==> src/hdl/tic_pkg.sv <==
package tic_pkg;

    // ------------------------------------------------------------
    // Register offsets
    // ------------------------------------------------------------
    localparam logic [7:0] ADDR_CHIP_FAMILY   = 8'h00;
    localparam logic [7:0] ADDR_MASK_REVISION = 8'h01;
    localparam logic [7:0] ADDR_NVM_ADDRESS   = 8'h11;
    localparam logic [7:0] ADDR_NVM_DATA      = 8'h12;
    localparam logic [7:0] ADDR_FRAME_START   = 8'h1c;
    localparam logic [7:0] ADDR_FRAME_END     = 8'h1d;
    localparam logic [7:0] ADDR_LINE_START    = 8'h1e;
    localparam logic [7:0] ADDR_LINE_END      = 8'h1f;
    localparam logic [7:0] ADDR_STRAP_HIGH    = 8'h20;
    localparam logic [7:0] ADDR_FIRST_SEL     = 8'h22;
    localparam logic [7:0] ADDR_SECOND_SEL    = 8'h25;

    // ------------------------------------------------------------
    // Reset values and fields
    // ------------------------------------------------------------
    localparam logic [7:0] RST_ZERO         = 8'h00;
    localparam logic [7:0] RST_FRAME_START  = 8'h1e;
    localparam logic [7:0] RST_FRAME_END    = 8'he1;
    localparam logic [7:0] RST_LINE_START   = 8'haa;
    localparam logic [7:0] RST_LINE_END     = 8'h55;
    localparam logic [7:0] RST_FIRST_SEL    = 8'h30;
    localparam logic [7:0] RST_SECOND_SEL   = 8'h35;
    localparam logic [3:0] SEL_RSVD_VALUE   = 4'h3;
    localparam int         STRAP_BIT0_POS   = 5;
    localparam int         STRAP_BIT1_POS   = 6;

    // ------------------------------------------------------------
    // Timing
    // ------------------------------------------------------------
    localparam int CLK_PERIOD_NS     = 10;
    localparam int STRAP_SCAN_NS     = 100;
    localparam int STRAP_SCAN_CYCLES =
        (STRAP_SCAN_NS + CLK_PERIOD_NS - 1) / CLK_PERIOD_NS;
    localparam logic [7:0] STRAP_CNT_LAST = 8'(STRAP_SCAN_CYCLES - 1);

    // ------------------------------------------------------------
    // Types
    // ------------------------------------------------------------
    typedef enum logic {
        TIC_SCAN = 1'b0,
        TIC_HELD = 1'b1
    } tic_scan_e;

    typedef struct packed {
        logic       wr;
        logic       rd;
        logic [7:0] addr;
        logic [7:0] wdata;
    } tic_reg_req_s;

    typedef struct packed {
        logic [7:0] frame_start;
        logic [7:0] frame_end;
        logic [7:0] line_start;
        logic [7:0] line_end;
    } tic_markers_s;

    typedef struct packed {
        logic [1:0] modulator_one;
        logic [1:0] modulator_zero;
    } tic_sel_s;

    typedef struct packed {
        logic [7:0]   nvm_addr;
        logic [7:0]   nvm_data;
        tic_markers_s markers;
        logic [7:0]   rdata;
        logic         rvalid;
        logic         wr_ignored;
        logic         nvm_addr_wr;
        logic         nvm_data_wr;
    } tic_regs_state_s;

    typedef struct packed {
        tic_sel_s staged;
        tic_sel_s active;
    } tic_shadow_state_s;

    typedef struct packed {
        tic_scan_e  phase;
        logic [1:0] sync1;
        logic [1:0] sync2;
        logic [7:0] cnt;
        logic [1:0] captured;
    } tic_strap_state_s;

endpackage

==> src/hdl/tic_ctrl_page_regs.sv <==
// Behaviour
// - Shadowed selects apply at next frame start when busy, at once when idle
// - Reset restores every register default
// - Defaults valid after sequencer program load
// - Address 0x00 reads fixed family code
// - Address 0x01 reads mask revision code
// - Indirect memory address and data registers
// - Frame start/end markers, defaults 0x1e/0xe1
// - Line start/end markers, defaults 0xaa/0x55
// - Strap register: bits 5,6, rest zero
// - Straps sampled in scan after reset
// - First select: two fields, reset 0x30
// - Second select: same layout, reset 0x35
`timescale 1ns/1ps
module tic_ctrl_page_regs #(
    // Arbitrary identity values
    parameter logic [7:0] CHIP_FAMILY_CODE   = 8'h5a,
    parameter logic [7:0] MASK_REVISION_CODE = 8'h01
) (
    // Clock and reset
    input  wire logic            clk,
    input  wire logic            nrst,
    // Register access from serial engine
    input  tic_pkg::tic_reg_req_s reg_req,
    output logic [7:0]           reg_rdata,
    output logic                 reg_rvalid,
    output logic                 reg_wr_ignored,
    // Frame and sequencer status
    input  wire logic            frame_start,
    input  wire logic            acq_busy,
    input  wire logic            seq_load_done,
    // Strap pins
    input  wire logic            bus_addr_strap_bit0,
    input  wire logic            bus_addr_strap_bit1,
    output logic [1:0]           bus_addr_strap,
    output logic                 strap_scan_done,
    // Indirect memory engine
    input  wire logic            nvm_rd_valid,
    input  wire logic [7:0]      nvm_rd_data,
    output logic [7:0]           nvm_addr,
    output logic [7:0]           nvm_data,
    output logic                 nvm_addr_wr,
    output logic                 nvm_data_wr,
    // Video and modulator configuration
    output tic_pkg::tic_markers_s embedded_sync_markers,
    output tic_pkg::tic_sel_s    first_frame_sel,
    output tic_pkg::tic_sel_s    second_frame_sel
);

    // ------------------------------------------------------------
    // Address decode
    // ------------------------------------------------------------
    function automatic logic is_writable(input logic [7:0] a);
        unique case (a)
            tic_pkg::ADDR_NVM_ADDRESS,
            tic_pkg::ADDR_NVM_DATA,
            tic_pkg::ADDR_FRAME_START,
            tic_pkg::ADDR_FRAME_END,
            tic_pkg::ADDR_LINE_START,
            tic_pkg::ADDR_LINE_END,
            tic_pkg::ADDR_FIRST_SEL,
            tic_pkg::ADDR_SECOND_SEL: begin
                is_writable = 1'b1;
            end
            default: begin
                is_writable = 1'b0;
            end
        endcase
    endfunction

    function automatic logic hits(input logic        wr,
                                  input logic [7:0] a,
                                  input logic [7:0] target);
        hits = wr && (a == target);
    endfunction

    // ------------------------------------------------------------
    // Strap capture
    // ------------------------------------------------------------
    logic [1:0] strap_captured;

    tic_strap_capture u_strap (
        .clk        (clk),
        .nrst       (nrst),
        .strap_pins ({bus_addr_strap_bit1, bus_addr_strap_bit0}),
        .captured   (strap_captured),
        .done       (strap_scan_done)
    );

    // Reserved bits of the strap register stay zero
    logic [7:0] strap_word;

    always_comb begin
        strap_word = tic_pkg::RST_ZERO;
        strap_word[tic_pkg::STRAP_BIT0_POS] = strap_captured[0];
        strap_word[tic_pkg::STRAP_BIT1_POS] = strap_captured[1];
    end

    // ------------------------------------------------------------
    // Shadowed sample selects
    // ------------------------------------------------------------
    localparam int NUM_SEL = 2;
    localparam logic [7:0] SEL_ADDR [NUM_SEL] = '{
        tic_pkg::ADDR_FIRST_SEL,
        tic_pkg::ADDR_SECOND_SEL
    };
    localparam logic [7:0] SEL_RST [NUM_SEL] = '{
        tic_pkg::RST_FIRST_SEL,
        tic_pkg::RST_SECOND_SEL
    };

    tic_pkg::tic_sel_s sel_staged [NUM_SEL];
    tic_pkg::tic_sel_s sel_active [NUM_SEL];

    genvar gi;
    generate
        for (gi = 0; gi < NUM_SEL; gi++) begin : g_sel
            tic_shadow_sel #(
                .RST_SEL (tic_pkg::tic_sel_s'(SEL_RST[gi][3:0]))
            ) u_sel (
                .clk           (clk),
                .nrst          (nrst),
                .load_defaults (seq_load_done),
                .wr            (hits(reg_req.wr, reg_req.addr, SEL_ADDR[gi])),
                // Upper reserved nibble is never stored
                .wdata         (tic_pkg::tic_sel_s'(reg_req.wdata[3:0])),
                .acq_busy      (acq_busy),
                .frame_start   (frame_start),
                .staged        (sel_staged[gi]),
                .active        (sel_active[gi])
            );
        end
    endgenerate

    assign first_frame_sel  = sel_active[0];
    assign second_frame_sel = sel_active[1];

    // ------------------------------------------------------------
    // Register state
    // ------------------------------------------------------------
    tic_pkg::tic_regs_state_s s_q;
    tic_pkg::tic_regs_state_s s_d;

    localparam tic_pkg::tic_markers_s MARKERS_RST = '{
        frame_start: tic_pkg::RST_FRAME_START,
        frame_end:   tic_pkg::RST_FRAME_END,
        line_start:  tic_pkg::RST_LINE_START,
        line_end:    tic_pkg::RST_LINE_END
    };

    localparam tic_pkg::tic_regs_state_s STATE_RST = '{
        nvm_addr:    tic_pkg::RST_ZERO,
        nvm_data:    tic_pkg::RST_ZERO,
        markers:     MARKERS_RST,
        rdata:       tic_pkg::RST_ZERO,
        rvalid:      1'b0,
        wr_ignored:  1'b0,
        nvm_addr_wr: 1'b0,
        nvm_data_wr: 1'b0
    };

    // ------------------------------------------------------------
    // Write path
    // ------------------------------------------------------------
    always_comb begin
        s_d             = s_q;
        s_d.rvalid      = 1'b0;
        s_d.wr_ignored  = 1'b0;
        s_d.nvm_addr_wr = 1'b0;
        s_d.nvm_data_wr = 1'b0;

        if (seq_load_done) begin
            // Program load brings the documented defaults
            s_d.nvm_addr = STATE_RST.nvm_addr;
            s_d.nvm_data = STATE_RST.nvm_data;
            s_d.markers  = MARKERS_RST;
        end else if (reg_req.wr) begin
            if (!is_writable(reg_req.addr)) begin
                // Read-only and unmapped writes leave state alone
                s_d.wr_ignored = 1'b1;
            end
            if (hits(1'b1, reg_req.addr, tic_pkg::ADDR_NVM_ADDRESS)) begin
                s_d.nvm_addr    = reg_req.wdata;
                s_d.nvm_addr_wr = 1'b1;
            end
            if (hits(1'b1, reg_req.addr, tic_pkg::ADDR_NVM_DATA)) begin
                s_d.nvm_data    = reg_req.wdata;
                s_d.nvm_data_wr = 1'b1;
            end
            if (hits(1'b1, reg_req.addr, tic_pkg::ADDR_FRAME_START)) begin
                s_d.markers.frame_start = reg_req.wdata;
            end
            if (hits(1'b1, reg_req.addr, tic_pkg::ADDR_FRAME_END)) begin
                s_d.markers.frame_end = reg_req.wdata;
            end
            if (hits(1'b1, reg_req.addr, tic_pkg::ADDR_LINE_START)) begin
                s_d.markers.line_start = reg_req.wdata;
            end
            if (hits(1'b1, reg_req.addr, tic_pkg::ADDR_LINE_END)) begin
                s_d.markers.line_end = reg_req.wdata;
            end
        end

        // Memory read-back beats a host write in the same cycle
        if (nvm_rd_valid && !seq_load_done) begin
            s_d.nvm_data = nvm_rd_data;
        end

        // --------------------------------------------------------
        // Read path, one cycle latency
        // --------------------------------------------------------
        if (reg_req.rd) begin
            s_d.rvalid = 1'b1;
            unique case (reg_req.addr)
                tic_pkg::ADDR_CHIP_FAMILY: begin
                    s_d.rdata = CHIP_FAMILY_CODE;
                end
                tic_pkg::ADDR_MASK_REVISION: begin
                    s_d.rdata = MASK_REVISION_CODE;
                end
                tic_pkg::ADDR_NVM_ADDRESS: begin
                    s_d.rdata = s_q.nvm_addr;
                end
                tic_pkg::ADDR_NVM_DATA: begin
                    s_d.rdata = s_q.nvm_data;
                end
                tic_pkg::ADDR_FRAME_START: begin
                    s_d.rdata = s_q.markers.frame_start;
                end
                tic_pkg::ADDR_FRAME_END: begin
                    s_d.rdata = s_q.markers.frame_end;
                end
                tic_pkg::ADDR_LINE_START: begin
                    s_d.rdata = s_q.markers.line_start;
                end
                tic_pkg::ADDR_LINE_END: begin
                    s_d.rdata = s_q.markers.line_end;
                end
                tic_pkg::ADDR_STRAP_HIGH: begin
                    s_d.rdata = strap_word;
                end
                tic_pkg::ADDR_FIRST_SEL: begin
                    // Host sees the pending value, not the one in use
                    s_d.rdata = {tic_pkg::SEL_RSVD_VALUE, sel_staged[0]};
                end
                tic_pkg::ADDR_SECOND_SEL: begin
                    s_d.rdata = {tic_pkg::SEL_RSVD_VALUE, sel_staged[1]};
                end
                default: begin
                    // Unmapped space reads as zero
                    s_d.rdata = tic_pkg::RST_ZERO;
                end
            endcase
        end
    end

    always_ff @(posedge clk or negedge nrst) begin
        if (!nrst) begin
            s_q <= STATE_RST;
        end else begin
            s_q <= s_d;
        end
    end

    // ------------------------------------------------------------
    // Outputs
    // ------------------------------------------------------------
    assign reg_rdata             = s_q.rdata;
    assign reg_rvalid            = s_q.rvalid;
    assign reg_wr_ignored        = s_q.wr_ignored;
    assign nvm_addr              = s_q.nvm_addr;
    assign nvm_data              = s_q.nvm_data;
    assign nvm_addr_wr           = s_q.nvm_addr_wr;
    assign nvm_data_wr           = s_q.nvm_data_wr;
    assign embedded_sync_markers = s_q.markers;
    assign bus_addr_strap        = strap_captured;

endmodule

==> src/hdl/tic_shadow_sel.sv <==
`timescale 1ns/1ps
module tic_shadow_sel #(
    parameter tic_pkg::tic_sel_s RST_SEL = '0
) (
    // Clock and reset
    input  wire logic         clk,
    input  wire logic         nrst,
    // Control
    input  wire logic         load_defaults,
    input  wire logic         wr,
    input  tic_pkg::tic_sel_s wdata,
    input  wire logic         acq_busy,
    input  wire logic         frame_start,
    // Values
    output tic_pkg::tic_sel_s staged,
    output tic_pkg::tic_sel_s active
);

    tic_pkg::tic_shadow_state_s s_q;
    tic_pkg::tic_shadow_state_s s_d;

    always_comb begin
        s_d = s_q;
        if (load_defaults) begin
            s_d.staged = RST_SEL;
            s_d.active = RST_SEL;
        end else begin
            if (frame_start) begin
                s_d.active = s_q.staged;
            end
            if (wr) begin
                s_d.staged = wdata;
                // Idle write lands at once; busy write waits for a frame start
                if (!acq_busy) begin
                    s_d.active = wdata;
                end
            end
        end
    end

    always_ff @(posedge clk or negedge nrst) begin
        if (!nrst) begin
            s_q <= {RST_SEL, RST_SEL};
        end else begin
            s_q <= s_d;
        end
    end

    assign staged = s_q.staged;
    assign active = s_q.active;

endmodule

==> src/hdl/tic_strap_capture.sv <==
`timescale 1ns/1ps
module tic_strap_capture (
    // Clock and reset
    input  wire logic       clk,
    input  wire logic       nrst,
    // Strap pins, bit1 high
    input  wire logic [1:0] strap_pins,
    // Captured value
    output logic [1:0]      captured,
    output logic            done
);

    tic_pkg::tic_strap_state_s s_q;
    tic_pkg::tic_strap_state_s s_d;

    always_comb begin
        s_d       = s_q;
        s_d.sync1 = strap_pins;
        s_d.sync2 = s_q.sync1;
        unique case (s_q.phase)
            tic_pkg::TIC_SCAN: begin
                // Pull-ups need time to settle after release
                if (s_q.cnt == tic_pkg::STRAP_CNT_LAST) begin
                    s_d.captured = s_q.sync2;
                    s_d.phase    = tic_pkg::TIC_HELD;
                end else begin
                    s_d.cnt = s_q.cnt + 8'h01;
                end
            end
            tic_pkg::TIC_HELD: begin
                s_d.cnt = s_q.cnt;
            end
        endcase
    end

    always_ff @(posedge clk or negedge nrst) begin
        if (!nrst) begin
            s_q <= '{phase: tic_pkg::TIC_SCAN, default: '0};
        end else begin
            s_q <= s_d;
        end
    end

    assign captured = s_q.captured;
    assign done     = (s_q.phase == tic_pkg::TIC_HELD);

endmodule

==> config.mk <==
export PLATFORM = sky130hd
export DESIGN_NAME = tic_ctrl_page_regs
export DESIGN_NICKNAME = d
export VERILOG_FILES = /design/src/hdl/tic_pkg.sv /design/src/hdl/tic_ctrl_page_regs.sv /design/src/hdl/tic_shadow_sel.sv /design/src/hdl/tic_strap_capture.sv
export SDC_FILE = /design/constraint.sdc
export NUM_CORES = 1
export LEC_CHECK = 0
export ABC_AREA = 1
export BUFFER_PORTS_ARGS = -buffer_cell sky130_fd_sc_hd__buf_4
export CAP_MARGIN = 40
export CORE_MARGIN = 4
export CORE_UTILIZATION = 35
export DETAILED_ROUTE_END_ITERATION = 10
export HOLD_SLACK_MARGIN = 0.1
export PLACE_DENSITY_LB_ADDON = 0.05
export SYNTH_ARGS = -nofsm -noshare
export SYNTH_HDL_FRONTEND = slang
export SYNTH_SLANG_ARGS = --single-unit
export TNS_END_PERCENT = 10
==> constraint.sdc <==
create_clock -name clk -period 1.3 [get_ports clk]
set_input_delay 0 -clock clk [delete_from_list [all_inputs] [get_ports clk]]
set_output_delay 0 -clock clk [all_outputs]
set_load 0.01 [all_outputs]
==> metrics.txt <==
clock skew=0.00842 ns; Post-Place Worst Slack=-0.0421 ns; HP Class=in2async; CP required=1.53 ns; total leakage power=3.28 nW; crit path DAT=1.53 ns; final setup fails=0; Max Root-Sink Buffers=2; vias per cell=4.87; Startpoint Class=flip-flop; CTS buffer count=9; Least-Margin Pin Slew=0.377 ns; DP Cell Count=850; non-filler cells, final=902; via count of the first global-routing pass=4,298; Crit. End Element=flip-flop; Clk pwr share=40.8%; PortBufs=104; final clock period utilization by the worst path=99.7%; sequential area share after synthesis=49.4%; Sw Pwr=1.80 mW; Main synth FF type=dfrtp_1; Synth Instances=562; EDFF count, synth=0; largest net degree at the start of global routing=31; worst rel slew slack=74.7%; peak supply drop=497 uV; RSZ-0062 raised after global routing=yes; most frequent cells in the layout=buf_4 (128), nand2_1 (124), nand3_1 (76); DRT antenna net count=0; # clock sinks=91; syn nets=598; drt first pass iters=5; CTS tree=yes; Power Dens Cells=1060 nW/um2; Max Slew Vio Count=0; Total GRT Usage=20.7%; FF-to-FF Start=u_strap.s_q[2]; Ports=105; Synth Area in Compound Gates=10.2%; Synth Area in Simple Gates=29.0%; antenna violations before repair=0; drc violations=0; Post-Synth XOR/XNOR Area=1.32%; Pint=5.15 mW; Final Hold Viols=0; mean post-synth cell area=8.29 um2; Yosys cell types=34; Tmin final=1.30 ns; Setup WS post-layout=0.00328 ns; setup bufs post-CTS=0; synth warn=0; DP Wirelength=11,600 um; DR iter-0 viols=270; Synth Area in Adders=0.537%; Async SR Flop Fraction=100%; Final Core Density=51.1%; Worst-path clk slew=0.06 ns; Die Height=123 um; layout cells sized above 1=31.5%; FMAX=771 MHz; worst-skew pair later-pin latency=0.35 ns; Vias=4,394; FF+latch count, synth=91; CORE AREA=12,800 um2; Tot Pwr=6.95 mW; Final Wtd Congestion=0.912; Starting Density=36.3%; net switching fraction of the power=25.9%; combinational share of power=14.1%; residual overflow from global routing=0; largest family of logic cells by synthesized area=simple AND/OR/NAND/NOR gates; crit path kind=reg2reg; WL/cell=16.5 um; ANT cells=0; Nets=761; part of the power in registers=45.2%; FP Rows=41; CTS H-tree depth=3; commonest non-fill, non-tap cell in the layout=buf_4; area grow syn2layout=40.6%; start point of the critical path=u_strap.s_q[2]; first-pass GRT wire length=23,700 um; Die X=123 um; Max Cap Viol=0; CTS Root Cell=clkbuf_16; post-synthesis mux area share=1.66%; Cell Area, Synth=4660 um2; Filler Cells Inserted=1,274; crit path max fanout=5; WL final=14,900 um; Die Area=15,200 um2; status=complete, no violations
==> worst paths after layout <==
check | to | slack, ns | depth (start not counted)
max | u_strap.s_q[7] | 0.003 | 6
min | nvm_addr[4] | 0.12 | 2
max reg2reg | u_strap.s_q[7] | 0.003 | 6
min reg2reg | u_strap.s_q[11] | 0.35 | 0
max in group asynchronous | g_sel[1].u_sel.active[2] | 0.57 | 3
min in group clk | embedded_sync_markers[13] | 0.12 | 3
==> cells in the mapped netlist (4+ instances only) <==
cell	n	area, um2
a31oi_1	14	87.6
nand2_1	125	469
buf_6	4	45.0
mux2_2	6	67.6
buf_2	5	25.0
inv_2	9	33.8
a21oi_1	6	30.0
dfstp_2	20	526
o21ai_2	9	78.8
xor2_1	6	52.6
dfrtp_1	71	1780
nand2_2	10	62.6
clkbuf_1	5	18.8
nor2_1	62	233
o22ai_1	5	31.3
o21ai_0	29	145
inv_1	57	214
nand3_1	77	385
nor2_2	6	37.5
o21ai_1	8	40.0
==> repair_timing <==
item                                   CTS  global route
gates resized for setup                  1             6
hold buffers                            35             0
endpoints found under the hold margin  142             0
pin swaps                                1             0
gates cloned                             1             0
setup endpoints to repair                5            14
==> critical path: stages, from the launching register on <==
cell     delay (ns)
dfrtp_1        0.38
ha_1           0.20
nand4_1        0.13
nor2_4         0.06
nor2_4         0.16
nand3_1        0.11
xor2_1         0.14
==> through the flow <==
stage          hold slack, ns  setup TNS (ns)  area, um2
6_report                0.116               0       6550
5_1_grt                 0.156          -0.753       6550
4_1_cts                 0.104               0       6540
3_5_place_dp          -0.0573          -0.126       5850
3_3_place_gp          -0.0526        -0.00309       5850
2_1_floorplan          -0.296        -0.00451       4670
==> cells by family after synthesis <==
| kind of cell | Yosys count |
|---|---|
| xor gates and xnor gates | 7 |
| and+or+nand+nor | 294 |
| AOI/OAI and AO/OA | 76 |
| buffers and inverters | 85 |
| DFF | 91 |
| adders and majority gates | 2 |
| muxes | 7 |
==> layout make-up <==
cell class	instances	area, um2	area share, %
Clock inverter	7	100	1.53
Inverter	66	248	3.78
Sequential cell	91	2300	35.1
Clock buffer	9	225	3.44
Multi-Input combinational cell	387	2020	30.8
Tap cell	172	215	3.28
Timing Repair Buffer	170	1440	22.0
==> power groups by stage <==
stage | clock network (mW) | registers (mW) | logic [mW]
2_1_floorplan | 0 | 3.20 | 0.346
5_1_grt | 3.03 | 3.16 | 1.07
4_1_cts | 2.91 | 3.14 | 0.992
6_report | 2.83 | 3.14 | 0.979
3_5_place_dp | 0 | 3.19 | 0.911
3_3_place_gp | 0 | 3.19 | 0.902
==> sequential cells by signal (all words and copies together) (netlist names) <==
register / count
embedded_sync_markers: 32
u_strap.s_q: 10
g_sel.u_sel.active: 8
g_sel.u_sel.staged: 8
nvm_addr: 8
nvm_data: 8
reg_rdata: 8
u_strap.captured: 2
u_strap.s_d: 2
nvm_addr_wr: 1
nvm_data_wr: 1
reg_rvalid: 1
reg_wr_ignored: 1
u_strap.done: 1
==> routing by layer <==
metal / up-vias / wire length (um) / GRT usage [%]
met2: 133 / 6800 / 31.4
met1: 2078 / 7030 / 30.0
li1: 2163 / - / -
met5: - / 0 / 0
met3: 20 / 781 / 3.06
met4: 0 / 295 / 7.61
No activity file was read; power rests on OpenSTA's default activity.
